===== config.mk =====
export PLATFORM = sky130hd
export DESIGN_NAME = pdt_timer
export DESIGN_NICKNAME = d
export VERILOG_FILES = /design/src/rtl/pdt_pkg.sv /design/src/rtl/pdt_sync.sv /design/src/rtl/pdt_timer.sv
export VERILOG_INCLUDE_DIRS = /design/src /design/src/rtl
export SDC_FILE = /design/constraint.sdc
export NUM_CORES = 1
export LEC_CHECK = 0
export CAP_MARGIN = 20
export CELL_PAD_IN_SITES_DETAIL_PLACEMENT = 1
export CELL_PAD_IN_SITES_GLOBAL_PLACEMENT = 1
export CORE_ASPECT_RATIO = 0.7
export CORE_UTILIZATION = 48
export CTS_CLUSTER_DIAMETER = 100
export DETAILED_ROUTE_END_ITERATION = 12
export DONT_BUFFER_PORTS = 1
export HOLD_SLACK_MARGIN = 0.08
export PLACE_DENSITY = 0.92
export SKIP_CTS_REPAIR_TIMING = 1
export SLEW_MARGIN = 30
export SYNTH_ARGS = -nofsm -noshare
export SYNTH_HDL_FRONTEND = slang
export SYNTH_SLANG_ARGS = --single-unit

===== constraint.sdc =====
create_clock -name clock_in -period 4.5 [get_ports clock_in]
set_input_delay 0.9 -clock clock_in [delete_from_list [all_inputs] [get_ports clock_in]]
set_output_delay 0.9 -clock clock_in [all_outputs]
set_load 0.02 [all_outputs]

===== src/rtl/pdt_cfg.svh =====
// Constants of the programmable down timer: offsets, fields, reset values.
// Assumes a 4-bit register port with a 5-bit address and three selectable timer clock pins.
// Operation
// - Low nibble read latches upper count nibbles
// - In 16-bit mode low read freezes 12 bits
// - Run and stop act on input clock fall
// - Stop request gets one more decrement first
// - Run bit reads one until really halted
// - Event mode counts from first event clock
// - Decrement on fall, underflow flag same edge
// - Reload after underflow settles on next rise
// - Toggle outputs gated by enables, may glitch
// - Fast oscillator is off after reset
// - Separate underflow and compare match flags
`ifndef PDT_CFG_SVH
`define PDT_CFG_SVH
`define PDT_AW 5
`define PDT_DW 4
`define PDT_CW 16
`define PDT_NOUT 4
`define PDT_OFS_CTRL 5'h00
`define PDT_OFS_SRC 5'h01
`define PDT_OFS_OUTEN 5'h02
`define PDT_OFS_RELOAD 5'h04
`define PDT_OFS_COUNT 5'h08
`define PDT_OFS_CMP 5'h0c
`define PDT_OFS_STATUS 5'h10
`define PDT_OFS_MASK 5'h11
`define PDT_CTRL_RUN 0
`define PDT_CTRL_FOSC 1
`define PDT_CTRL_WIDE 2
`define PDT_CTRL_PRESET 3
`define PDT_SRC_SLOW 2'h0
`define PDT_SRC_FAST 2'h1
`define PDT_SRC_EVENT 2'h2
`define PDT_ST_UNF 0
`define PDT_ST_CMP 1
`define PDT_RST_RELOAD 16'h0000
`define PDT_RST_CMP 16'h0000
`endif


===== src/rtl/pdt_pkg.sv =====
// Types shared by the programmable down timer files.
// Assumes pdt_cfg.svh is on the include path.
`include "pdt_cfg.svh"
package pdt_pkg;
    // One register access from the CPU side
    typedef struct packed {
        logic [`PDT_AW-1:0] addr;
        logic [`PDT_DW-1:0] wdata;
        logic wr;
        logic rd;
    } pdt_bus_t;

    // Counter run state
    typedef enum logic {
        PDT_STOP,
        PDT_RUN
    } pdt_state_t;
endpackage


===== src/rtl/pdt_sync.sv =====
// Two-flop synchroniser for a vector of unrelated asynchronous levels.
// Assumes each bit is an independent level, not a multi-bit word.
`timescale 1ns/1ns
module pdt_sync #(
    parameter int W = 3
) (
    input wire logic clock_in,
    input wire logic rstn_in,
    input wire logic [W-1:0] d_in,
    output logic [W-1:0] q_out
);
    logic [W-1:0] meta;

    if (W < 1) begin : g_chk
        $error("pdt_sync: W must be at least 1");
    end

    // First stage feeds only the second stage
    always_ff @(posedge clock_in) begin
        if (!rstn_in) begin
            meta <= '0;
            q_out <= '0;
        end else begin
            meta <= d_in;
            q_out <= meta;
        end
    end
endmodule // pdt_sync


===== src/rtl/pdt_timer.sv =====
// Single-channel programmable down timer with nibble register port.
// Assumes timer clock pins are asynchronous to clock_in and much slower.
`timescale 1ns/1ns
module pdt_timer import pdt_pkg::*; #(
    parameter int CNT_W = `PDT_CW
) (
    input wire logic clock_in,
    input wire logic rstn_in,
    input wire pdt_bus_t bus_in,
    output logic [`PDT_DW-1:0] rdata_out,
    input wire logic slow_oscillator_in,
    input wire logic fast_oscillator_in,
    input wire logic event_clk_in,
    output logic fast_oscillator_en_out,
    output logic [`PDT_NOUT-1:0] timer_toggle_outputs_out,
    output logic irq_out
);
    if (CNT_W != `PDT_CW) begin : g_chk
        $error("pdt_timer: CNT_W must be 16 to match the nibble map");
    end

    // Register group match on the upper address bits
    function automatic logic in_group(input logic [`PDT_AW-1:0] a,
                                      input logic [`PDT_AW-1:0] base);
        in_group = (a[`PDT_AW-1:2] == base[`PDT_AW-1:2]);
    endfunction

    // Bit offset of the addressed nibble within a 16-bit value
    function automatic logic [3:0] nib_pos(input logic [`PDT_AW-1:0] a);
        nib_pos = {a[1:0], 2'b00};
    endfunction

    // Software visible state
    logic timer_run_ctrl;
    logic wide16;
    logic [1:0] src;
    logic [`PDT_NOUT-1:0] toggle_output_enables;
    logic [CNT_W-1:0] reload;
    logic [CNT_W-1:0] compare;
    logic [1:0] status;
    logic [1:0] mask;

    // Counter state
    pdt_state_t state;
    logic [CNT_W-1:0] count;
    logic [CNT_W-5:0] hold;
    logic load_pend;
    logic [1:0] toggles;

    // Timer clock recovery
    logic [2:0] clk_sync;
    logic sel_clk;
    logic clk_prev;
    logic fall;
    logic rise;

    // Decoded values
    logic zero;
    logic dec_now;
    logic unf_evt;
    logic cmp_evt;
    logic preset_wr;
    logic [CNT_W-1:0] next_count;
    logic [CNT_W-1:0] load_val;
    logic [CNT_W-1:0] cmp_val;
    logic [1:0] evt;
    logic [1:0] clr;
    logic rd_low;

    // Timer clock pins pass two flops before any logic
    pdt_sync #(.W(3)) u_sync (
        .clock_in(clock_in),
        .rstn_in(rstn_in),
        .d_in({event_clk_in, fast_oscillator_in, slow_oscillator_in}),
        .q_out(clk_sync)
    );

    // Source select from synchronised levels only
    always_comb begin
        case (src)
            `PDT_SRC_SLOW: sel_clk = clk_sync[0];
            `PDT_SRC_FAST: sel_clk = clk_sync[1];
            `PDT_SRC_EVENT: sel_clk = clk_sync[2];
            default: sel_clk = 1'b0;
        endcase
    end

    // Delayed copy for edge detection
    always_ff @(posedge clock_in) begin
        if (!rstn_in) begin
            clk_prev <= 1'b0;
        end else begin
            clk_prev <= sel_clk;
        end
    end

    assign fall = clk_prev & ~sel_clk;
    assign rise = ~clk_prev & sel_clk;

    // Decrement, underflow and compare decisions
    always_comb begin
        zero = wide16 ? (count == 16'h0000) : (count[7:0] == 8'h00);
        load_val = wide16 ? reload : {8'h00, reload[7:0]};
        cmp_val = wide16 ? compare : {8'h00, compare[7:0]};
        next_count = count - 16'h0001;
        if (!wide16) begin
            next_count[15:8] = 8'h00;
        end
        // Event mode: the starting event is already counted
        dec_now = fall && !load_pend &&
                  ((state == PDT_RUN) ||
                   (timer_run_ctrl && (src == `PDT_SRC_EVENT)));
        unf_evt = dec_now && zero;
        cmp_evt = dec_now && !zero && (next_count == cmp_val);
        evt = 2'b00;
        evt[`PDT_ST_UNF] = unf_evt;
        evt[`PDT_ST_CMP] = cmp_evt;
    end

    // Bus side decode
    always_comb begin
        preset_wr = bus_in.wr && (bus_in.addr == `PDT_OFS_CTRL) &&
                    bus_in.wdata[`PDT_CTRL_PRESET];
        clr = 2'b00;
        if (bus_in.wr && (bus_in.addr == `PDT_OFS_STATUS)) begin
            clr = bus_in.wdata[1:0];
        end
        rd_low = bus_in.rd && (bus_in.addr == `PDT_OFS_COUNT);
    end

    // Run state moves only on a fall of the input clock
    always_ff @(posedge clock_in) begin
        if (!rstn_in) begin
            state <= PDT_STOP;
        end else if (fall && !load_pend) begin
            case (state)
                PDT_STOP: begin
                    if (timer_run_ctrl) begin
                        state <= PDT_RUN;
                    end
                end
                PDT_RUN: begin
                    // The last decrement happens on this same edge
                    if (!timer_run_ctrl) begin
                        state <= PDT_STOP;
                    end
                end
                default: state <= PDT_STOP;
            endcase
        end
    end

    // Counter: preset, reload on rise, decrement on fall
    always_ff @(posedge clock_in) begin
        if (!rstn_in) begin
            count <= '0;
        end else if (preset_wr && (state == PDT_STOP)) begin
            count <= load_val;
        end else if (rise && load_pend) begin
            count <= load_val;
        end else if (dec_now) begin
            count <= next_count;
        end
    end

    // Reload window from underflow to the next rise
    always_ff @(posedge clock_in) begin
        if (!rstn_in) begin
            load_pend <= 1'b0;
        end else if (unf_evt) begin
            load_pend <= 1'b1;
        end else if (rise) begin
            load_pend <= 1'b0;
        end
    end

    // Control registers written by software
    always_ff @(posedge clock_in) begin
        if (!rstn_in) begin
            timer_run_ctrl <= 1'b0;
            fast_oscillator_en_out <= 1'b0;
            wide16 <= 1'b0;
            src <= `PDT_SRC_SLOW;
            toggle_output_enables <= '0;
            mask <= 2'b00;
        end else if (bus_in.wr) begin
            if (bus_in.addr == `PDT_OFS_CTRL) begin
                timer_run_ctrl <= bus_in.wdata[`PDT_CTRL_RUN];
                fast_oscillator_en_out <= bus_in.wdata[`PDT_CTRL_FOSC];
                wide16 <= bus_in.wdata[`PDT_CTRL_WIDE];
            end else if (bus_in.addr == `PDT_OFS_SRC) begin
                src <= bus_in.wdata[1:0];
            end else if (bus_in.addr == `PDT_OFS_OUTEN) begin
                toggle_output_enables <= bus_in.wdata[`PDT_NOUT-1:0];
            end else if (bus_in.addr == `PDT_OFS_MASK) begin
                mask <= bus_in.wdata[1:0];
            end
        end
    end

    // Reload and compare nibbles
    always_ff @(posedge clock_in) begin
        if (!rstn_in) begin
            reload <= `PDT_RST_RELOAD;
            compare <= `PDT_RST_CMP;
        end else if (bus_in.wr) begin
            if (in_group(bus_in.addr, `PDT_OFS_RELOAD)) begin
                reload[nib_pos(bus_in.addr) +: 4] <= bus_in.wdata;
            end else if (in_group(bus_in.addr, `PDT_OFS_CMP)) begin
                compare[nib_pos(bus_in.addr) +: 4] <= bus_in.wdata;
            end
        end
    end

    // Sticky flags, a new event beats a clear
    always_ff @(posedge clock_in) begin
        if (!rstn_in) begin
            status <= 2'b00;
        end else begin
            status <= evt | (status & ~clr);
        end
    end

    // Level interrupt from unmasked flags
    always_ff @(posedge clock_in) begin
        if (!rstn_in) begin
            irq_out <= 1'b0;
        end else begin
            irq_out <= |(status & mask);
        end
    end

    // Low nibble read freezes every upper nibble
    always_ff @(posedge clock_in) begin
        if (!rstn_in) begin
            hold <= '0;
        end else if (rd_low) begin
            hold <= count[CNT_W-1:4];
        end
    end

    // Read data, one cycle after the strobe
    always_ff @(posedge clock_in) begin
        if (!rstn_in) begin
            rdata_out <= '0;
        end else if (bus_in.rd) begin
            if (bus_in.addr == `PDT_OFS_CTRL) begin
                rdata_out <= {1'b0, wide16, fast_oscillator_en_out,
                              timer_run_ctrl | (state == PDT_RUN)};
            end else if (bus_in.addr == `PDT_OFS_SRC) begin
                rdata_out <= {2'b00, src};
            end else if (bus_in.addr == `PDT_OFS_OUTEN) begin
                rdata_out <= toggle_output_enables;
            end else if (rd_low) begin
                rdata_out <= count[3:0];
            end else if (in_group(bus_in.addr, `PDT_OFS_COUNT)) begin
                rdata_out <= hold[nib_pos(bus_in.addr) - 4'h4 +: 4];
            end else if (in_group(bus_in.addr, `PDT_OFS_RELOAD)) begin
                rdata_out <= reload[nib_pos(bus_in.addr) +: 4];
            end else if (in_group(bus_in.addr, `PDT_OFS_CMP)) begin
                rdata_out <= compare[nib_pos(bus_in.addr) +: 4];
            end else if (bus_in.addr == `PDT_OFS_STATUS) begin
                rdata_out <= {2'b00, status};
            end else if (bus_in.addr == `PDT_OFS_MASK) begin
                rdata_out <= {2'b00, mask};
            end else begin
                rdata_out <= '0;
            end
        end
    end

    // Toggle states: bit 0 on underflow, bit 1 on compare match
    always_ff @(posedge clock_in) begin
        if (!rstn_in) begin
            toggles <= 2'b00;
        end else begin
            toggles <= toggles ^ evt;
        end
    end

    // Gating ignores the toggle phase, so a short pulse may appear
    for (genvar g = 0; g < `PDT_NOUT; g++) begin : g_tout
        always_ff @(posedge clock_in) begin
            if (!rstn_in) begin
                timer_toggle_outputs_out[g] <= 1'b0;
            end else begin
                timer_toggle_outputs_out[g] <=
                    toggle_output_enables[g] & toggles[g % 2];
            end
        end
    end
endmodule // pdt_timer


==> results.rst <==
.. list-table::
   :header-rows: 1

   * - Metric
     - Value
   * - Hold Violations, Final
     - 0
   * - Nets@finish
     - 638
   * - Maximum clock path buffer count
     - 2
   * - Detailed Place HPWL
     - 12700 microns
   * - TritonRoute pass-1 iters
     - 5
   * - Signed area change from the synthesized netlist to the final layout
     - 7.37%
   * - First-pass GRT wire length
     - 28000 microns
   * - Gr usage total
     - 0.336
   * - Seq/Total Area, Yosys
     - 0.371
   * - Number of flops mapped to enable cells by yosys
     - 0
   * - Finished Core Util
     - 0.542
   * - Number of antenna violations at the first check in global routing
     - 0
   * - Maximum number of pins on one net before global-route repair
     - 48
   * - Slack of the critical path
     - 979 ps
   * - Total of buffers placed on input and output ports
     - 0
   * - DRC errors left
     - 0
   * - Warning count from the yosys run
     - 0
   * - Post-synthesis instance area
     - 5020 sq um
   * - Design area
     - 5400 sq um
   * - Initial Util
     - 0.505
   * - Max VDD drop
     - 0.209 mV
   * - Worst Setup Start Kind
     - register
   * - Dominant cell type by area after synthesis
     - dfxtp_1
   * - Die Height
     - 87.6 microns
   * - Vias per std cell
     - 6.57
   * - Fraction of post-synthesis cell area in the top cell type by area
     - 0.371
   * - Placement Rows
     - 30
   * - Total core area
     - 9950 sq um
   * - Critical path class
     - reg -> reg
   * - Setup slack after placement
     - 1090 ps
   * - Leakage power figure
     - 0.00189 uW
   * - Via count
     - 4906
   * - Power Density
     - 343 nW/um^2
   * - Flip-flop and latch count after synthesis
     - 93
   * - Required time of the critical path
     - 4780 ps
   * - Number of nets produced by synthesis
     - 668
   * - Top cell types by occurrence after synthesis
     - 102 x nand2_1, 93 x dfxtp_1, 75 x nor2_1
   * - Post-route antenna net violation count
     - 0
   * - Per-cell routed wire length
     - 23.7 microns
   * - Final Wtd Congestion
     - 0.945
   * - Placed instance area
     - 5030 sq um
   * - Min-delay worst type
     - reg -> reg
   * - Most common cell in the netlist
     - nand2_1
   * - DIE AREA
     - 10900 sq um
   * - Period utilization
     - 0.782
   * - Antenna Diode Count
     - 0
   * - Proportion of layout cells with a drive suffix above 1
     - 0.0759
   * - Clock root buffer master
     - clkbuf_16
   * - Clock tree from TritonCTS
     - yes
   * - Setup violators final
     - 0
   * - Top Ports
     - 26
   * - Clock latency reported for the late side of the worst-skew pair
     - 350 ps
   * - Async S/R FF share, synth
     - 0
   * - CTS Sinks
     - 93
   * - Slew of the pin with the lowest slew margin
     - 1010 ps
   * - Unrepaired setup endpoints after global routing
     - false
   * - Critical Path End Type
     - register
   * - Via count of the first global-routing pass
     - 5031
   * - Netlist cell types
     - 60
   * - Post-Route Skew
     - 9.15 ps
   * - Number of DRC violations after detailed-routing iteration 0
     - 503
   * - Max frequency
     - 0.284 GHz
   * - Total Wirelength
     - 17700 microns
   * - Dominant cells by area after synthesis
     - dfxtp_1 37%, nand2_1 7.6%, a21oi_1 7.2%
   * - Max_slew headroom
     - 0.324
   * - Mapped Cells
     - 644
   * - Total congestion overflow after global routing
     - 0
   * - CTS H-tree lvls
     - 3
   * - Number of clock buffers inserted by TritonCTS
     - 9
   * - Number of maximum-capacitance constraint violations
     - 0
   * - Critical-path maximum fanout
     - 8
   * - Top_reg_cell synth
     - dfxtp_1
   * - Clock period minus worst slack
     - 3520 ps
   * - Avg Cell Area, Syn
     - 7.80 sq um
   * - Status
     - finished clean
   * - Setup total negative slack
     - 0 ps
   * - Die outline width
     - 124 microns
   * - Final Total Pwr
     - 1850 uW
   * - Count of final max-slew check failures
     - 0
   * - Clk pin slew, worst setup/hold paths
     - 70 ps
   * - Critical path data arrival time
     - 3800 ps
[worst paths after layout]
check,end,slack (ps),startpoint,cells past startpoint
worst min-delay path,u_sync.q_out[1]$_SDFF_PN0_,450,u_sync.meta[1]$_SDFF_PN0_,1
worst min register to register,u_sync.q_out[1]$_SDFF_PN0_,450,u_sync.meta[1]$_SDFF_PN0_,1
worst max-delay path,status[1]$_SDFF_PN0_,980,count[0]$_SDFFE_PN0P_,9
worst max register to register,status[1]$_SDFF_PN0_,980,count[0]$_SDFFE_PN0P_,9
[worst max-delay path: stages (launching register included)]
cell,delay [ps]
dfxtp_1,400
inv_1,110
ha_1,300
nor4b_1,770
nand4_1,360
xnor2_1,270
nand3_1,90
o41a_1,450
or3_2,510
a21oi_1,170
[metrics by stage]
stage                     hold WS (ps)  std cells
after floorplan                    412        644
after detailed placement           437        731
final                              451        747
after global placement             416        731
after global routing               470        747
after CTS                          453        747
[metal layers]
layer  vias up  global-route usage  wire, microns
met3        41              0.0959           1600
met2       229               0.529           7690
li1       2216                   -              -
met4         2               0.106            412
met5         -              0.0336             50
met1      2418               0.445           7930
[cells by family after synthesis]
family,after synthesis,synth area share
buffers and inverters,57,0.0456
muxes,22,0.0650
DFF,93,0.371
and+or+nand+nor,294,0.275
xor gates and xnor gates,22,0.0383
AOI/OAI and AO/OA,148,0.185
adders and majority gates,8,0.0199
[flip-flops by register name, indices dropped and copies added, names as in the netlist, 2 cells and up]
name and cells:
compare 16, count 16, hold 12, mask 2
rdata_out 4, reload 16, src 2, status 2
timer_toggle_outputs_out 4, toggle_output_enables 4, toggles 2, u_sync.meta 3
u_sync.q_out 3
[cell usage in the layout, fill, tap and decap left out, drive strengths merged, types with 11 or more instances in the layout]
cell and count:
a21oi 72, xnor2 14, nor2 75, dfxtp 93, nor3 13, and2 12, a211oi 11, inv 13
o21ai 16, nand3 43, nand2 102
[cell type report]
| type | instances | area, sq um |
|---|---|---|
| flip-flops and latches | 93 | 1860 |
| repair buffers | 4 | 30.0 |
| inverters | 12 | 45.0 |
| fillers | 1201 | 4550 |
| clock buffers | 10 | 239 |
| well taps | 128 | 160 |
| clock inverters | 6 | 119 |
| multi-input cells | 494 | 2940 |
[report_power, final]
group	total (uW)	internal (uW)	switching (uW)
Combinational	97.5	32.8	64.7
Sequential	837	829	8.33
Clock	918	565	353
No activity file was read; power rests on OpenSTA's default activity.
